===== src/hw/ilim_cfg_defines.vh =====
// Constants for the current-limit sensing configuration block
`ifndef ILIM_CFG_DEFINES_VH
`define ILIM_CFG_DEFINES_VH

// Clock period and blanking times in ns
`define CLK_PERIOD_NS 40
`define BLANK_RDS_NS 672
`define BLANK_DCR_NS 352
// Blanking in whole clock cycles, rounded up so it is never shorter
`define BLANK_RDS_CYC 6'h11
`define BLANK_DCR_CYC 6'h09
`define BLANK_W 6

// Strap pin kinds reported by the pin-measurement front end
`define KIND_LOW 2'h0
`define KIND_OPEN 2'h1
`define KIND_HIGH 2'h2
`define KIND_RES 2'h3

// Sensing methods
`define METH_RDS 2'h0
`define METH_DOWN 2'h1
`define METH_UP 2'h2

// Resistor table indices (10k is index 0, 100k is index 24)
`define RIDX_W 5
`define RIDX_THR_MIN 5'h01
`define RIDX_THR_MAX 5'h18
`define RIDX_METH_LAST 5'h17
`define RIDX_VLIM_LAST 5'h14

// Violation counts
`define VIOL_W 4
`define VIOL_STRAP 4'h4
`define CNT_W 5

// Threshold voltage in mV
`define VLIM_W 7
`define VLIM_GRID_BASE 7'h14
`define VLIM_GRID_STEP 7'h0A
`define VLIM_RES_STEP 7'h05
`define VLIM_ROW 7'h03
`define VLIM_MAX 7'h64
`define VLIM_DEF 7'h32

// Fault action codes
`define ACT_W 2
`define ACT_DEF 2'h0

`endif


===== src/hw/ilim_cfg.v =====
// Current-limit sensing configuration and fault qualification
`timescale 1ns/1ps
`default_nettype none
`include "ilim_cfg_defines.vh"
module ilim_cfg (
  // Clock and reset
  input wire CLK_SYS,
  input wire RSTN,
  // Strap measurement from the pin front end (asynchronous)
  input wire STRAP_VALID,
  input wire [1:0] THR_STRAP_KIND,
  input wire [4:0] THR_STRAP_RIDX,
  input wire [1:0] METH_STRAP_KIND,
  input wire [4:0] METH_STRAP_RIDX,
  // Host overrides from the serial link logic (same clock)
  input wire HOST_WR,
  input wire [1:0] HOST_METHOD,
  input wire [5:0] HOST_BLANK,
  input wire [3:0] HOST_VIOL,
  input wire [1:0] HOST_ACTION,
  input wire [6:0] HOST_VLIM,
  input wire FAULT_CLR,
  // Switching phase (same clock) and comparators (asynchronous)
  input wire LS_ON,
  input wire SENSE_OVER,
  input wire SENSE_UNDER,
  // Configuration in force
  output reg CFG_VALID,
  output reg [1:0] METHOD,
  output reg [5:0] BLANK_CYC,
  output reg [3:0] VIOL_LIMIT,
  output reg [6:0] VLIM_MV,
  output reg [1:0] FAULT_ACTION,
  // Sampling and fault status
  output reg SAMPLE_EN,
  output reg [4:0] VIOL_CNT,
  output reg OC_FAULT,
  output reg UC_FAULT
);

  localparam SW = 17;

  wire [SW-1:0] async_in;
  wire [SW-1:0] sync_out;
  wire strap_valid_s;
  wire [1:0] thr_kind;
  wire [4:0] thr_ridx;
  wire [1:0] meth_kind;
  wire [4:0] meth_ridx;
  wire over_s;
  wire under_s;

  assign async_in = {STRAP_VALID, THR_STRAP_KIND, THR_STRAP_RIDX,
                     METH_STRAP_KIND, METH_STRAP_RIDX, SENSE_OVER,
                     SENSE_UNDER};

  // All pin-side inputs pass two flip-flops
  strap_sync #(.W(SW)) u_sync (
    .clk(CLK_SYS),
    .rst_n(RSTN),
    .d(async_in),
    .q(sync_out)
  );

  assign {strap_valid_s, thr_kind, thr_ridx, meth_kind, meth_ridx,
          over_s, under_s} = sync_out;

  // Strap decode
  reg thr_res_ok;
  reg meth_res_ok;
  reg [1:0] dec_method;
  reg [3:0] dec_viol;
  reg [6:0] dec_vlim;
  reg [6:0] grid_idx;

  always @* begin
    thr_res_ok = (thr_kind == `KIND_RES) &&
                 (thr_ridx >= `RIDX_THR_MIN) &&
                 (thr_ridx <= `RIDX_THR_MAX);
    meth_res_ok = (meth_kind == `KIND_RES) &&
                  (meth_ridx <= `RIDX_METH_LAST);
    grid_idx = `VLIM_ROW * {5'h00, meth_kind} + {5'h00, thr_kind};
    dec_method = `METH_RDS;
    dec_viol = `VIOL_STRAP;
    if (meth_res_ok) begin
      // Table of eight odd counts per method
      dec_method = meth_ridx[4:3];
      dec_viol = {meth_ridx[2:0], 1'b1};
    end else if (thr_res_ok) begin
      case (meth_kind)
        `KIND_LOW: dec_method = `METH_RDS;
        `KIND_OPEN: dec_method = `METH_DOWN;
        `KIND_HIGH: dec_method = `METH_UP;
        default: dec_method = `METH_RDS;
      endcase
      dec_viol = `VIOL_STRAP;
    end
    // Threshold voltage selection
    if (thr_kind == `KIND_RES) begin
      if (thr_ridx <= `RIDX_VLIM_LAST) begin
        dec_vlim = `VLIM_RES_STEP * {2'h0, thr_ridx};
      end else begin
        dec_vlim = `VLIM_MAX;
      end
    end else if (meth_kind != `KIND_RES) begin
      dec_vlim = `VLIM_GRID_BASE + `VLIM_GRID_STEP * grid_idx;
    end else begin
      dec_vlim = `VLIM_DEF;
    end
  end

  // Blanking length belonging to a method
  function [5:0] blank_of;
    input [1:0] m;
    begin
      case (m)
        `METH_RDS: blank_of = `BLANK_RDS_CYC;
        `METH_DOWN: blank_of = `BLANK_DCR_CYC;
        `METH_UP: blank_of = `BLANK_DCR_CYC;
        default: blank_of = `BLANK_RDS_CYC;
      endcase
    end
  endfunction

  // Configuration: strap latch once, host override any time after
  always @(posedge CLK_SYS or negedge RSTN) begin
    if (!RSTN) begin
      CFG_VALID <= 1'b0;
      METHOD <= `METH_RDS;
      BLANK_CYC <= `BLANK_RDS_CYC;
      VIOL_LIMIT <= `VIOL_STRAP;
      VLIM_MV <= `VLIM_DEF;
      FAULT_ACTION <= `ACT_DEF;
    end else if (HOST_WR) begin
      CFG_VALID <= 1'b1;
      METHOD <= HOST_METHOD;
      BLANK_CYC <= HOST_BLANK;
      VIOL_LIMIT <= HOST_VIOL;
      VLIM_MV <= HOST_VLIM;
      FAULT_ACTION <= HOST_ACTION;
    end else if (strap_valid_s && !CFG_VALID) begin
      CFG_VALID <= 1'b1;
      METHOD <= dec_method;
      BLANK_CYC <= blank_of(dec_method);
      VIOL_LIMIT <= dec_viol;
      VLIM_MV <= dec_vlim;
    end
  end

  // Sensing window: low-side phase, or high-side phase for up-slope
  reg window;
  reg window_prev_reg;
  reg [5:0] blank_reg;
  reg taken_reg;

  // Window follows the switch phase that carries the sensed slope
  always @* begin
    window = 1'b0;
    if (CFG_VALID) begin
      case (METHOD)
        `METH_UP: window = !LS_ON;
        `METH_DOWN: window = LS_ON;
        default: window = LS_ON;
      endcase
    end
  end

  // Blank counter, one sample per window after blanking ends
  always @(posedge CLK_SYS or negedge RSTN) begin
    if (!RSTN) begin
      window_prev_reg <= 1'b0;
      blank_reg <= 6'h00;
      taken_reg <= 1'b0;
      SAMPLE_EN <= 1'b0;
    end else begin
      window_prev_reg <= window;
      SAMPLE_EN <= 1'b0;
      if (window && !window_prev_reg) begin
        blank_reg <= BLANK_CYC;
        taken_reg <= 1'b0;
      end else if (window) begin
        if (blank_reg != 6'h00) begin
          blank_reg <= blank_reg - 6'h01;
        end else if (!taken_reg) begin
          SAMPLE_EN <= 1'b1;
          taken_reg <= 1'b1;
        end
      end
    end
  end

  // Consecutive violation counter and fault flags
  wire viol_now;
  wire trip;
  wire [4:0] limit_ext;

  assign viol_now = over_s || under_s;
  assign limit_ext = {1'b0, VIOL_LIMIT};
  assign trip = SAMPLE_EN && viol_now && (VIOL_CNT >= limit_ext);

  always @(posedge CLK_SYS or negedge RSTN) begin
    if (!RSTN) begin
      VIOL_CNT <= 5'h00;
      OC_FAULT <= 1'b0;
      UC_FAULT <= 1'b0;
    end else begin
      if (SAMPLE_EN) begin
        if (!viol_now) begin
          VIOL_CNT <= 5'h00;
        end else if (VIOL_CNT <= limit_ext) begin
          VIOL_CNT <= VIOL_CNT + 5'h01;
        end
      end
      // Set wins over a clear in the same cycle
      if (trip && over_s) begin
        OC_FAULT <= 1'b1;
      end else if (FAULT_CLR) begin
        OC_FAULT <= 1'b0;
      end
      if (trip && under_s) begin
        UC_FAULT <= 1'b1;
      end else if (FAULT_CLR) begin
        UC_FAULT <= 1'b0;
      end
    end
  end

endmodule // ilim_cfg
`default_nettype wire


===== src/hw/strap_sync.v =====
// Two-flop synchroniser for a bundle of asynchronous inputs
`timescale 1ns/1ps
`default_nettype none
module strap_sync #(
  parameter W = 1
) (
  // Clock and reset
  input wire clk,
  input wire rst_n,
  // Asynchronous input and synchronised output
  input wire [W-1:0] d,
  output reg [W-1:0] q
);

  reg [W-1:0] meta_reg;

  // First stage feeds only the second stage
  always @(posedge clk or negedge rst_n) begin
    if (!rst_n) begin
      meta_reg <= {W{1'b0}};
      q <= {W{1'b0}};
    end else begin
      meta_reg <= d;
      q <= meta_reg;
    end
  end

endmodule // strap_sync
`default_nettype wire


===== config.mk =====
export PLATFORM = sky130hd
export DESIGN_NAME = ilim_cfg
export DESIGN_NICKNAME = d
export VERILOG_FILES = /design/src/hw/ilim_cfg.v /design/src/hw/strap_sync.v
export VERILOG_INCLUDE_DIRS = /design/src /design/src/hw
export SDC_FILE = /design/constraint.sdc
export NUM_CORES = 1
export LEC_CHECK = 0
export ABC_AREA = 1
export BUFFER_PORTS_ARGS = -buffer_cell sky130_fd_sc_hd__clkbuf_2
export CORE_MARGIN = 2
export CORE_UTILIZATION = 29
export DETAILED_ROUTE_END_ITERATION = 8
export GPL_TIMING_DRIVEN = 0
export PLACE_DENSITY_LB_ADDON = 0.15
export SYNTH_ARGS = -nofsm -noshare
export SYNTH_HDL_FRONTEND = slang
export SYNTH_SLANG_ARGS = --single-unit

===== constraint.sdc =====
create_clock -name CLK_SYS -period 4 [get_ports CLK_SYS]
set_input_delay 0.4 -clock CLK_SYS [delete_from_list [all_inputs] [get_ports CLK_SYS]]
set_output_delay 0.4 -clock CLK_SYS [all_outputs]
set_load 0.01 [all_outputs]

; ---- Word-level counts from Yosys, hierarchy flattened
; Cells that the tools add are included.
[totals]
ff_bits = 72
inputBits = 43
output_inout_bits = 30
elab_cells = 96
[classes]
addsub = 4
mul = 3
order_cmp = 6
n_eq_ne = 10
muxes = 35
n_reduce_logical = 23
[ops]
columns = operator, count
row1 = $mux 7, 5
row2 = $mux 6, 5
row3 = $le 5x5->1 const B, 3
row4 = $mux 5, 3
row5 = $mux 1, 14
row6 = $mux 4, 3
row7 = $eq 2x2->1 const B, 5
row8 = $reduce_bool 2->1, 5
row9 = $logic_and 1x1->1, 9
row10 = $mux 2, 4
row11 = $add 5x7->7 const A, 1
row12 = $mul 3x5->7 const A, 1
row13 = $mul 3x5->6 const A, 1
row14 = $reduce_and 2->1, 3
row15 = $reduce_bool 6->1, 1
row16 = $sub 6x1->6 const B, 1
row17 = $add 4x2->5, 1
row18 = $add 5x1->5 const B, 1
row19 = $ge 5x1->1 const B, 1
row20 = $ge 5x4->1, 1
row21 = $le 5x4->1, 1
row22 = $eq 2x1->1 const B, 2
row23 = $mul 2x2->4 const A, 1
row24 = $ne 2x2->1 const B, 2
row25 = other kinds (5), 7

; ---- Logic depth before layout (Yosys ltp)
; Gate-level depths: netlist of the first run.
[depth]
depth_word = 10
depth_mapped = 15
depth_no_buf = 15

; ---- Modules after synthesis
; A second synthesis of the first run with hierarchy kept.
[hier_totals]
cells_unflattened = 348
area_unflattened_um2 = 3407.0
[by_module_without_submodules]
columns = module, n_inst, cells_per_inst, area_each_um2, seq_area_each_um2
row1 = ilim_cfg, 1, 314, 2556.2, 958.4
row2 = strap_sync, 1, 34, 850.8, 850.8

; ---- Least setup slack after synthesis of the first run
; OpenSTA, ideal clock, no wires.
[synth_timing]
path_type = reg2reg
from = register u_sync.q[7]
to = register VLIM_MV[6]
setup_time_ns = 0.130
arrival_time_ns = 3.004
required_time_ns = 3.870
path_slack_ns = 0.866
stages_incl_launch_ff = 16
n_path_buf = 0
synth_period_minus_slack_ns = 3.134
cell_sequence = dfrtp_1 > fa_1 > ha_1 > inv_1 > fa_1 > inv_1 > ha_1 > ha_1 > inv_1 > fa_1 > nor2_1 > a21oi_1 > o21ai_0 > nand2_1 > o211ai_1 > nand3_1
[synth_via]
elab_chain_cells = 8
elab_cells_between_ends = 9
cone_classes = add/sub: 2 / mul: 2 / eq/ne: 1 / mux: 4
[synth_rtl]
columns = item, line
row1 = "start, declared", strap_sync.v:12  ; output reg [W-1:0] q
row2 = "start signal, assigned", strap_sync.v:21  ; q <= {W{1'b0}};
row3 = "start signal, assigned", strap_sync.v:24  ; q <= meta_reg;
row4 = $mul 2x2->4 (no source line), --
row5 = $add 4x2->5 (no source line), --
row6 = $mul 3x5->6 (no source line), --
row7 = $add 5x7->7 (no source line), --
row8 = $mux 7 *, ilim_cfg.v:105  ; end else if (meth_kind != `KIND_RES) begin
row9 = $mux 7 *, ilim_cfg.v:99  ; if (thr_kind == `KIND_RES) begin
row10 = $mux 7 *, ilim_cfg.v:141  ; end else if (strap_valid_s && !CFG_VALID) begin
row11 = $mux 7 *, ilim_cfg.v:134  ; end else if (HOST_WR) begin
row12 = "end signal, assigned", ilim_cfg.v:132  ; VLIM_MV <= `VLIM_DEF;
row13 = "end signal, assigned", ilim_cfg.v:146  ; VLIM_MV <= dec_vlim;
row14 = "end, declared", ilim_cfg.v:32  ; output reg [6:0] VLIM_MV,
; Every way passes the cells marked *; elsewhere a longest branch is shown, timed or not. The select of a mux whose other input is x is not followed.
; A chain may end at the register's enable or synchronous reset.

; ---- Final worst setup path of the first run
; Same ends and word-level chain as after synthesis.

==> parameters.txt, run 1 <==
Parameter                              Value

Global route
  Via count of the first global-routing pass    2660
  Largest net degree at the start of global routing    44
  First-pass GRT wire length    13.21 mm
  Total global routing track utilization    13.48%
  Remaining Overflow, GRT    0
  Number of antenna violations at the first check in global routing    0

Setup path
  Depth of the critical timing path with buffers and inverters included    15
  Number of cell instances on the worst register-to-register path    15
  Capturing element type of the critical path    flip-flop
  Maximum fanout count along the critical path    5
  Reg2Reg Setup Slack    670 ps
  Endpoint required time on the critical path    4200 ps
  Largest incremental delay on the critical path    560 ps
  Dominant delay contributor by cell family on the critical path    adder cells
  Cell-by-cell listing of the critical path    fa_1 > ha_1 > inv_1 > fa_1 > inv_1 > ha_1 > ha_1 > inv_1 > fa_1 > nor2_1 > a21oi_1 > o21ai_0 > nand2_1 > o211ai_1 > nand3_1
  Critical Path Start Type    flip-flop
  Critical path buffer and inverter count    3
  Arrival time of data at the critical path endpoint    3530 ps
  Type of the worst setup path    reg2reg
  Worst path slowest cell    fa_1

Clocking
  Deepest level of the CTS H-tree    3
  TritonCTS clock tree    yes
  Post-CTS setup repair buffer count    0
  CTS buffer count    9
  PostCTS Resize Cnt    0
  Post-CTS Hold Fix Bufs    0
  Largest buffer count on any clock path    2
  Clock-pin slew reported for the worst setup and hold paths after clock tree synthesis    60 ps
  Source-to-sink clock delay at the later pin of the worst-skew pair    330 ps
  Master cell of the clock root buffer    clkbuf_16
  Clock net sink count    72

Route
  Number of DRC markers after the initial detailed-route iteration    93
  Residual DRC    0
  Final Routed Wirelength    7.740 mm
  Detailed-routing iteration count for the pre-antenna-repair pass    4
  Routed vias    2562
  Antenna viol nets, final    0
  Average detailed-routed wire length per instance    13.23 µm
  Via density    4.379

Worst hold path
  Class of the most critical hold timing path    in2async

Pwr
  Clock group share of total power    39.5%
  Leakage dissipation    2.182 nW
  Share of total power in sequential cells    40.4%
  Maximum vdd ir drop    178.7 µV
  P_sw    0.6011 mW
  Combinational cell fraction of total power    20.0%
  Power per cell area    507.4 nW/µm²
  Pint    1.553 mW
  Net switching share of the total power    27.91%

Layout
  # fillers    1163
  N_diodes    0
  Layout Area Growth over Synthesis    25.85%
  Area occupied by multi-input gates    1356 µm²
  Number of nets at the end of the flow    506
  Final non-filler cell total    585
  Sequential cell area in the final layout    1809 µm²
  Layout cell share with drive strength beyond 1    25.34%

Synth
  Count of state elements after synthesis    72
  Gate count of the mapped netlist    354
  Avg Synthesized Cell Area    9.529 µm²
  Synth Cell Area    3373 µm²
  Synthesized netlist net count    423
  Cell taking the most area after synthesis    dfrtp_1
  Unique masters post-synth    35
  Leading post-synthesis cells by cell area    dfrtp_1, nand2_1, ha_1
  Sequential area share after synthesis    53.64%
  Area share of the largest cell type after synthesis    48.96%
  Number of warnings reported in the yosys synthesis log    0

Placement
  Routability Congestion    0.8354
  # port buffers    71
  Cell count after placement    569
  HPWL after detailed placement    5.943 mm

Floorplan
  Core footprint    11370 µm²
  Initial Util    29.67%
  Die boundary height    111.9 µm
  X dimension of the die    111.9 µm
  Boundary pin count    73
  Rows    39
  Die footprint    12510 µm²

Timing
  Final Hold Fails    0
  Max Clock Skew    7.652 ps
  Total Neg Setup Slack    0 ps
  Slew Viols, Final    0
  Worst max-slew margin expressed relative to the limit    61.24%
  Setup-failing EPs final    0
  Unrepaired setup endpoints after global routing    no
  Share of the clock period used by the worst path    83.16%
  Tmin final    3326 ps
  Highest achievable clock rate    0.3006 GHz
  Hold slack    40.42 ps
  Transition time at the pin with the least slew margin    581.4 ps

Run
  Max-cap violation count    0

Outcome
  Status    complete, no violations
## synth_stat cells, drive strengths merged
library cell,number
nor3,1
a211oi,1
a31oi,2
o21bai,1
fa,4
a22oi,1
o21a,1
clkbuf,2
dfrtp,66
o22ai,1
or2,2
nand3,20
a22o,2
o211ai,11
nand2,91
xor2,5
o21ai,26
nand4,6
o22a,1
a21oi,8
nor2,22
dfstp,6
ha,22
xnor2,2
inv,45
buf,5
## cells by family (layout without fill, tap and decap cells)
group	after synthesis	count (layout)	synth area share, %
buffers and inverters	52	140	6.157
DFF	72	72	53.63
AOI/OAI and AO/OA	55	55	9.941
and+or+nand+nor	142	142	17.92
adders and majority gates	26	26	10.53
xor gates and xnor gates	7	7	1.818
## power groups by stage
stage               combinational [mW]  clock, mW  sequential, mW
floorplan                        0.284          0           0.885
global placement                 0.421          0           0.883
detailed placement               0.434          0           0.884
CTS                              0.437      0.873           0.872
global route                     0.501      0.914           0.882
finish                           0.431      0.851           0.871
## worst reg2reg max path: stages (launching register included)
cell and delay [ps]:
dfrtp_1 440, fa_1 560, ha_1 140, inv_1 40, fa_1 530, inv_1 60
ha_1 200, ha_1 180, inv_1 60, fa_1 440, nor2_1 150, a21oi_1 70
o21ai_0 80, nand2_1 80, o211ai_1 90, nand3_1 90
## layout make-up
cell class / instances / share of cell area, %
clock inverter: 3 / 1.533
inverter: 45 / 3.979
clock buffer: 13 / 5.894
sequential: 72 / 42.62
timing repair buffer: 72 / 8.901
tap: 143 / 4.215
multi-input combinational: 230 / 31.95
buffer: 7 / 0.9136
## through the flow
stage          instance area (µm²)  power, mW  util [%]  worst slack, ps
2_1_floorplan                 3373      1.168         -            866.1
5_1_grt                       4245      2.296     37.34            452.5
3_3_place_gp                  3908      1.304     34.37            690.8
3_5_place_dp                  3930      1.319     34.57            621.1
6_report                      4245      2.154     37.34            673.8
4_1_cts                       4245      2.182     37.34            625.1
## worst paths after layout
| kind | start | end |
|---|---|---|
| worst max-delay path | u_sync.q[7] | VLIM_MV[6] |
| worst max register to register | u_sync.q[7] | VLIM_MV[6] |
| worst min register to register | u_sync.meta_reg[15] | u_sync.q[15] |
| max in group asynchronous | RSTN | VLIM_MV[5] |
| worst min-delay path | RSTN | blank_reg[0] |
| min in group CLK_SYS | THR_STRAP_RIDX[1] | u_sync.meta_reg[10] |
## routing by layer
layer  GRT usage (%)  wire length, µm  up-vias
li1                -                -     1319
met1           18.20             3683     1177
met2           20.85             3607       55
met3           3.048              299       11
met4           5.926              150        0
met5               0                0        -
## placed cells by master (no fill, tap or decap), types with 2 or more instances in the layout
cell type / instances
a21oi_1: 8
a22o_1: 2
a31oi_1: 2
buf_2: 4
bufinv_16: 2
clkbuf_1: 5
clkbuf_16: 9
clkbuf_2: 70
dfrtp_1: 66
dfstp_2: 6
fa_1: 4
ha_1: 22
inv_1: 39
inv_2: 6
nand2_1: 88
nand2_2: 3
nand3_1: 19
nand4_1: 6
nor2_1: 19
nor2_2: 2
o211ai_1: 11
o21ai_0: 7
o21ai_1: 17
o21ai_2: 2
xnor2_1: 2
xor2_1: 5
Note: power is estimated with default switching activity, not from simulation.
==> run 2: changes to the inputs <==
Settings changed: ABC_AREA 1 to 0.
Clock period 4 ns to 3.02 ns, I/O delays scaled along.
==> run 2 against run 1 <==
Highest routed layer unchanged. Clock power is 12% higher. The run now ends with negative setup slack left. Clock skew is 2.5 ps higher. Critical endpoint unchanged. Critical path depth is 2 lower.
==> parameters.txt, run 2 <==
Parameter                              Value

Placement
  Routability Congestion    0.8004
  # port buffers    72
  HPWL after detailed placement    6.061 mm
  Standard cell area after detailed placement    3958 µm²
  Cell count after placement    526

Synth
  Proportion of register bits with asynchronous set or reset after synthesis    100.0%
  Post-synth EDFFs    0
  Count of state elements after synthesis    72
  Fraction of the mapped netlist area in adder cells    10.54%
  Most used flip-flop cell after synthesis    dfrtp_1
  Gate count of the mapped netlist    310
  Most numerous cell in the Yosys netlist    dfrtp_1
  Compound-Gate Fraction of Synth Area    16.04%
  Most frequent cells after synthesis    dfrtp_1, nand2_1, inv_1, o21ai_0, ha_1
  Cell taking the most area after synthesis    dfrtp_1
  Number of warnings reported in the yosys synthesis log    0
  Xor-xnor portion of the synthesized cell area    2.079%
  Area share of the largest cell type after synthesis    49.00%
  Mux cell area share after synthesis    1.930%
  Avg Synthesized Cell Area    10.87 µm²
  Unique masters post-synth    50
  Synth Cell Area    3371 µm²
  Simple-gate share of the synthesized area    11.80%
  Leading post-synthesis cells by cell area    dfrtp_1, ha_1, dfstp_2
  Synthesized netlist net count    379
  Combinational family with the most area after synthesis    compound AO/OA/AOI/OAI gates
  Sequential area share after synthesis    53.67%

Route
  Via density    4.585
  Number of DRC markers after the initial detailed-route iteration    97
  Residual DRC    0
  Antenna viol nets, final    0
  Routed vias    2499
  Detailed-routing iteration count for the pre-antenna-repair pass    4
  Average detailed-routed wire length per instance    14.78 µm
  Final Routed Wirelength    8.057 mm

Layout
  Layout Area Growth over Synthesis    26.50%
  Fin area    4264 µm²
  Most common library cell in the layout ignoring fill and taps    clkbuf_2
  Number of nets at the end of the flow    466
  Layout cell share with drive strength beyond 1    28.86%
  Final non-filler cell total    545
  N_diodes    0
  Fin util    37.50%
  # fillers    1163
  Commonest non-fill, non-tap cells in the layout    clkbuf_2, dfrtp_1, nand2_1

Floorplan
  Core footprint    11370 µm²
  Die footprint    12500 µm²
  Die boundary height    111.8 µm
  Initial Util    29.65%
  X dimension of the die    111.8 µm
  Boundary pin count    73
  Rows    39

Pwr
  Power per cell area    617.3 nW/µm²
  PnR Total Power    2.632 mW
  Maximum vdd ir drop    275.9 µV
  Leakage dissipation    2.000 nW

Run
  Max-cap violation count    0

Global route
  Number of antenna violations at the first check in global routing    0
  First-pass GRT wire length    13.34 mm
  Total global routing track utilization    13.76%
  Largest net degree at the start of global routing    61
  Remaining Overflow, GRT    0
  Via count of the first global-routing pass    2600

Worst hold path
  Class of the most critical hold timing path    in2reg
  Cell depth of the worst min-delay path    1
  Hold Crit Start    SENSE_OVER

Timing
  Max Clock Skew    10.17 ps
  Transition time at the pin with the least slew margin    659.7 ps
  Hold slack    68.11 ps
  Tmin final    3114 ps
  Slew Viols, Final    0
  Highest achievable clock rate    0.3211 GHz
  Share of the clock period used by the worst path    103.1%
  Unrepaired setup endpoints after global routing    yes
  Worst max-slew margin expressed relative to the limit    56.02%
  Final critical-path setup slack    -94.37 ps
  Final Hold Fails    0
  Setup-failing EPs final    2

Clocking
  Clock-pin slew reported for the worst setup and hold paths after clock tree synthesis    60 ps
  TritonCTS clock tree    yes
  Source-to-sink clock delay at the later pin of the worst-skew pair    330 ps
  Deepest level of the CTS H-tree    3
  Master cell of the clock root buffer    clkbuf_16
  Clock net sink count    72
  CTS buffer count    9
  Largest buffer count on any clock path    2

Setup path
  Startpoint of the worst-slack reg-to-reg timing path    u_sync.q[8]
  Worst path slowest cell    fa_2
  Type of the worst setup path    reg2reg
  Arrival time of data at the critical path endpoint    3320 ps
  Capturing element type of the critical path    flip-flop
  Critical Path Start Type    flip-flop
  Cell-by-cell listing of the critical path    fa_1 > ha_2 > inv_2 > fa_2 > inv_2 > ha_4 > ha_4 > inv_2 > fa_1 > nor2_1 > xnor2_1 > a31oi_1 > o31ai_1
  Number of cell instances on the worst register-to-register path    13
  Largest incremental delay on the critical path    530 ps
  Maximum fanout count along the critical path    4
  Endpoint required time on the critical path    3220 ps
  Startpoint of the most critical setup path    u_sync.q[8]
  Cell seen most often among critical-path stages    inv_2

Outcome
  Status    complete, but fails checks
  Violated checks    negative setup slack
## run 2: cell families (layout without fill, tap and decap cells)
| family | after synthesis | count (layout) |
|---|---|---|
| mux | 6 | 6 |
| flops | 72 | 72 |
| xor+xnor | 8 | 8 |
| simple gates | 85 | 85 |
| fa+ha+maj | 26 | 26 |
| buf+inv | 35 | 127 |
| compound gates | 78 | 78 |
## run 2: routing by layer
| metal | part of all wire (%) | track usage (%) | vias to the layer above |
|---|---|---|---|
| met5 | 0 | 0 | - |
| met1 | 45 | 16.66 | 1184 |
| met4 | 1.5 | 4.691 | 0 |
| met2 | 50 | 23.72 | 44 |
| li1 | - | - | 1262 |
| met3 | 3.6 | 3.702 | 9 |
## run 2: area by class of cell
| cell class | instances | area (µm²) | area share (%) |
|---|---|---|---|
| inverters | 26 | 97.59 | 2.289 |
| flip-flops and latches | 72 | 1812 | 42.49 |
| clock buffers | 10 | 229.0 | 5.370 |
| multi-input cells | 203 | 1459 | 34.21 |
| plain buffers | 9 | 35.03 | 0.8216 |
| well taps | 143 | 178.9 | 4.196 |
| repair buffers | 76 | 415.4 | 9.742 |
| clock inverters | 6 | 37.54 | 0.8803 |
## run 2: per-stage QoR
stage / setup WS [ps] / setup TNS (ps)
floorplan: -0.01998 / -0.01998
CTS: -100.0 / -140.9
global placement: -126.0 / -246.1
global route: -204.4 / -398.9
detailed placement: -161.8 / -321.5
finish: -94.37 / -112.1
## run 2: worst paths after layout
| check | endpoint | slack [ps] |
|---|---|---|
| min reg2reg | u_sync.q[3] | 340 |
| min | u_sync.meta_reg[1] | 70 |
| min in group asynchronous | VIOL_CNT[4] | 390 |
| max in group asynchronous | VLIM_MV[4] | 2020 |
| max | VLIM_MV[6] | -90 |
| max reg2reg | VLIM_MV[6] | -90 |
## run 2: what timing repair did
item,4_1_cts,5_1_grt
hold buffers,1,0
pin swaps,6,2
setup buffers,1,1
endpoints found under the setup margin,2,3
hold endpoints to repair,11,0
gates resized for setup,4,2
## run 2: critical path, delay by kind of cell (launching register included)
family / cells / cell delay (ps)
xor+xnor: 1 / 80
compound gates: 2 / 250
buf+inv: 3 / 120
flops: 1 / 440
fa+ha+maj: 6 / 1950
simple gates: 1 / 140
## run 2: where the power goes
group          total (mW)  switching (mW)  internal [mW]
logic               0.526           0.278          0.247
clock network       0.950           0.399          0.551
registers            1.16          0.0866           1.07
==> run 3: changes to the inputs <==
Settings changed: CORE_UTILIZATION 29 to 49.
==> run 3 against run 2 <==
The flow still finishes with violations (negative setup slack). Cell count is 12% lower. First-iteration DRC count is 5.2% lower. Sequential cell count stayed put. Clock power is 3.5% higher. Register-to-register slack better by 30 ps. Critical path type unchanged.
==> parameters.txt, run 3 (synthesis results as in run 2) <==
Parameter                              Value

Outcome
  Status    complete, but fails checks
  Violated checks    negative setup slack

Layout
  N_diodes    0
  Final non-filler cell total    482
  Layout cell share with drive strength beyond 1    28.86%
  Most common library cell in the layout ignoring fill and taps    clkbuf_2
  Number of nets at the end of the flow    467
  Layout Area Growth over Synthesis    23.83%
  Commonest non-fill, non-tap cells in the layout    clkbuf_2, dfrtp_1, nand2_1

Timing
  Transition time at the pin with the least slew margin    503.4 ps
  Worst max-slew margin expressed relative to the limit    66.44%
  Setup-failing EPs final    2
  Max Clock Skew    10.60 ps
  Total Neg Setup Slack    -122.8 ps
  Final Hold Fails    0
  Slew Viols, Final    0
  Highest achievable clock rate    0.3242 GHz
  Share of the clock period used by the worst path    102.1%
  Final critical-path setup slack    -64.80 ps
  Unrepaired setup endpoints after global routing    yes
  Tmin final    3085 ps

Placement
  Routability Congestion    0.8389
  Cell count after placement    463
  HPWL after detailed placement    5.386 mm
  # port buffers    72

Global route
  First-pass GRT wire length    11.99 mm
  Total global routing track utilization    20.88%
  Number of antenna violations at the first check in global routing    0
  Largest net degree at the start of global routing    38
  Remaining Overflow, GRT    0
  Via count of the first global-routing pass    2598

Pwr
  Power per cell area    638.9 nW/µm²
  PnR Total Power    2.667 mW
  Leakage dissipation    2.004 nW
  Maximum vdd ir drop    323.8 µV

Clocking
  Clock-pin slew reported for the worst setup and hold paths after clock tree synthesis    80 ps
  Source-to-sink clock delay at the later pin of the worst-skew pair    350 ps
  Clock net sink count    72
  Master cell of the clock root buffer    clkbuf_8
  Deepest level of the CTS H-tree    3
  TritonCTS clock tree    yes
  CTS buffer count    9
  Largest buffer count on any clock path    2

Floorplan
  Die boundary height    86.94 µm
  Initial Util    50.17%
  X dimension of the die    86.94 µm
  Die footprint    7559 µm²
  Core footprint    6719 µm²
  Boundary pin count    73
  Rows    30

Setup path
  Critical Path Start Type    flip-flop
  Number of cell instances on the worst register-to-register path    13
  Type of the worst setup path    reg2reg
  Endpoint required time on the critical path    3240 ps
  Arrival time of data at the critical path endpoint    3310 ps
  Capturing element type of the critical path    flip-flop
  Maximum fanout count along the critical path    2

Route
  Average detailed-routed wire length per instance    15.07 µm
  Antenna viol nets, final    0
  Final Routed Wirelength    7.264 mm
  Residual DRC    0
  Routed vias    2543
  Via density    5.276
  Detailed-routing iteration count for the pre-antenna-repair pass    6
  Number of DRC markers after the initial detailed-route iteration    92

Worst hold path
  Cell depth of the worst min-delay path    1
  Class of the most critical hold timing path    in2reg

Run
  Max-cap violation count    0
[run 3: metrics by stage]
step	worst slack, ps	cell area [µm²]	util (%)	hold slack (ps)
final	-64.80	4174	62.12	54.07
after global routing	-165.6	4174	62.12	41.66
after CTS	-68.60	4173	62.10	40.26
after detailed placement	-163.6	3871	57.62	327.4
after global placement	-109.1	3849	57.28	331.8
after floorplan	-0.01998	3388	-	6.409
[run 3: timing repair]
action / CTS / global route
gates resized for setup: 4 / 1
hold endpoints to repair: 33 / 0
setup endpoints to repair: 2 / 2
setup buffers: 3 / 0
pin swaps: 6 / 4
hold buffers: 1 / 0
[run 3: final timing paths]
path / end / startpoint / slack [ps]
hold / removal: u_sync.meta_reg[0] / SENSE_UNDER / 50
setup / recovery: VLIM_MV[6] / u_sync.q[15] / -60
max in group asynchronous: VLIM_MV[4] / RSTN / 1900
min in group asynchronous: blank_reg[0] / RSTN / 490
setup reg to reg: VLIM_MV[6] / u_sync.q[15] / -60
hold reg to reg: u_sync.q[4] / u_sync.meta_reg[4] / 340
[run 3: layout make-up]
cell class | instances | area, µm²
multi-input combinational | 203 | 1459
fill | 565 | 2545
buffer | 9 | 35.03
inverter | 26 | 97.59
tap | 80 | 100.1
clock buffer | 9 | 123.9
timing repair buffer | 77 | 415.4
sequential | 72 | 1810
clock inverter | 6 | 132.6
[run 3: critical path, stage by stage, from the launching register on]
cell and delay, ps:
dfrtp_1 400, fa_1 540, ha_2 170, inv_2 40, fa_2 540, inv_2 50
ha_4 160, ha_4 150, inv_2 50, fa_1 420, nor2_1 140, xnor2_1 80
a31oi_1 140, o31ai_1 90
[run 3: per-layer routing]
| metal | vias to the layer above | global-route usage (%) | part of all wire (%) | wire [µm] |
|---|---|---|---|---|
| li1 | 1252 | - | - | - |
| met3 | 16 | 4.171 | 3.9 | 286 |
| met5 | - | 0 | 0 | 0 |
| met4 | 0 | 10.65 | 2.2 | 163 |
| met2 | 56 | 34.56 | 51 | 3707 |
| met1 | 1219 | 25.90 | 43 | 3106 |
[run 3: where the power goes]
group / total, mW / switching (mW) / internal [mW]
combinational: 0.529 / 0.280 / 0.249
sequential: 1.16 / 0.0870 / 1.07
clock: 0.983 / 0.357 / 0.626
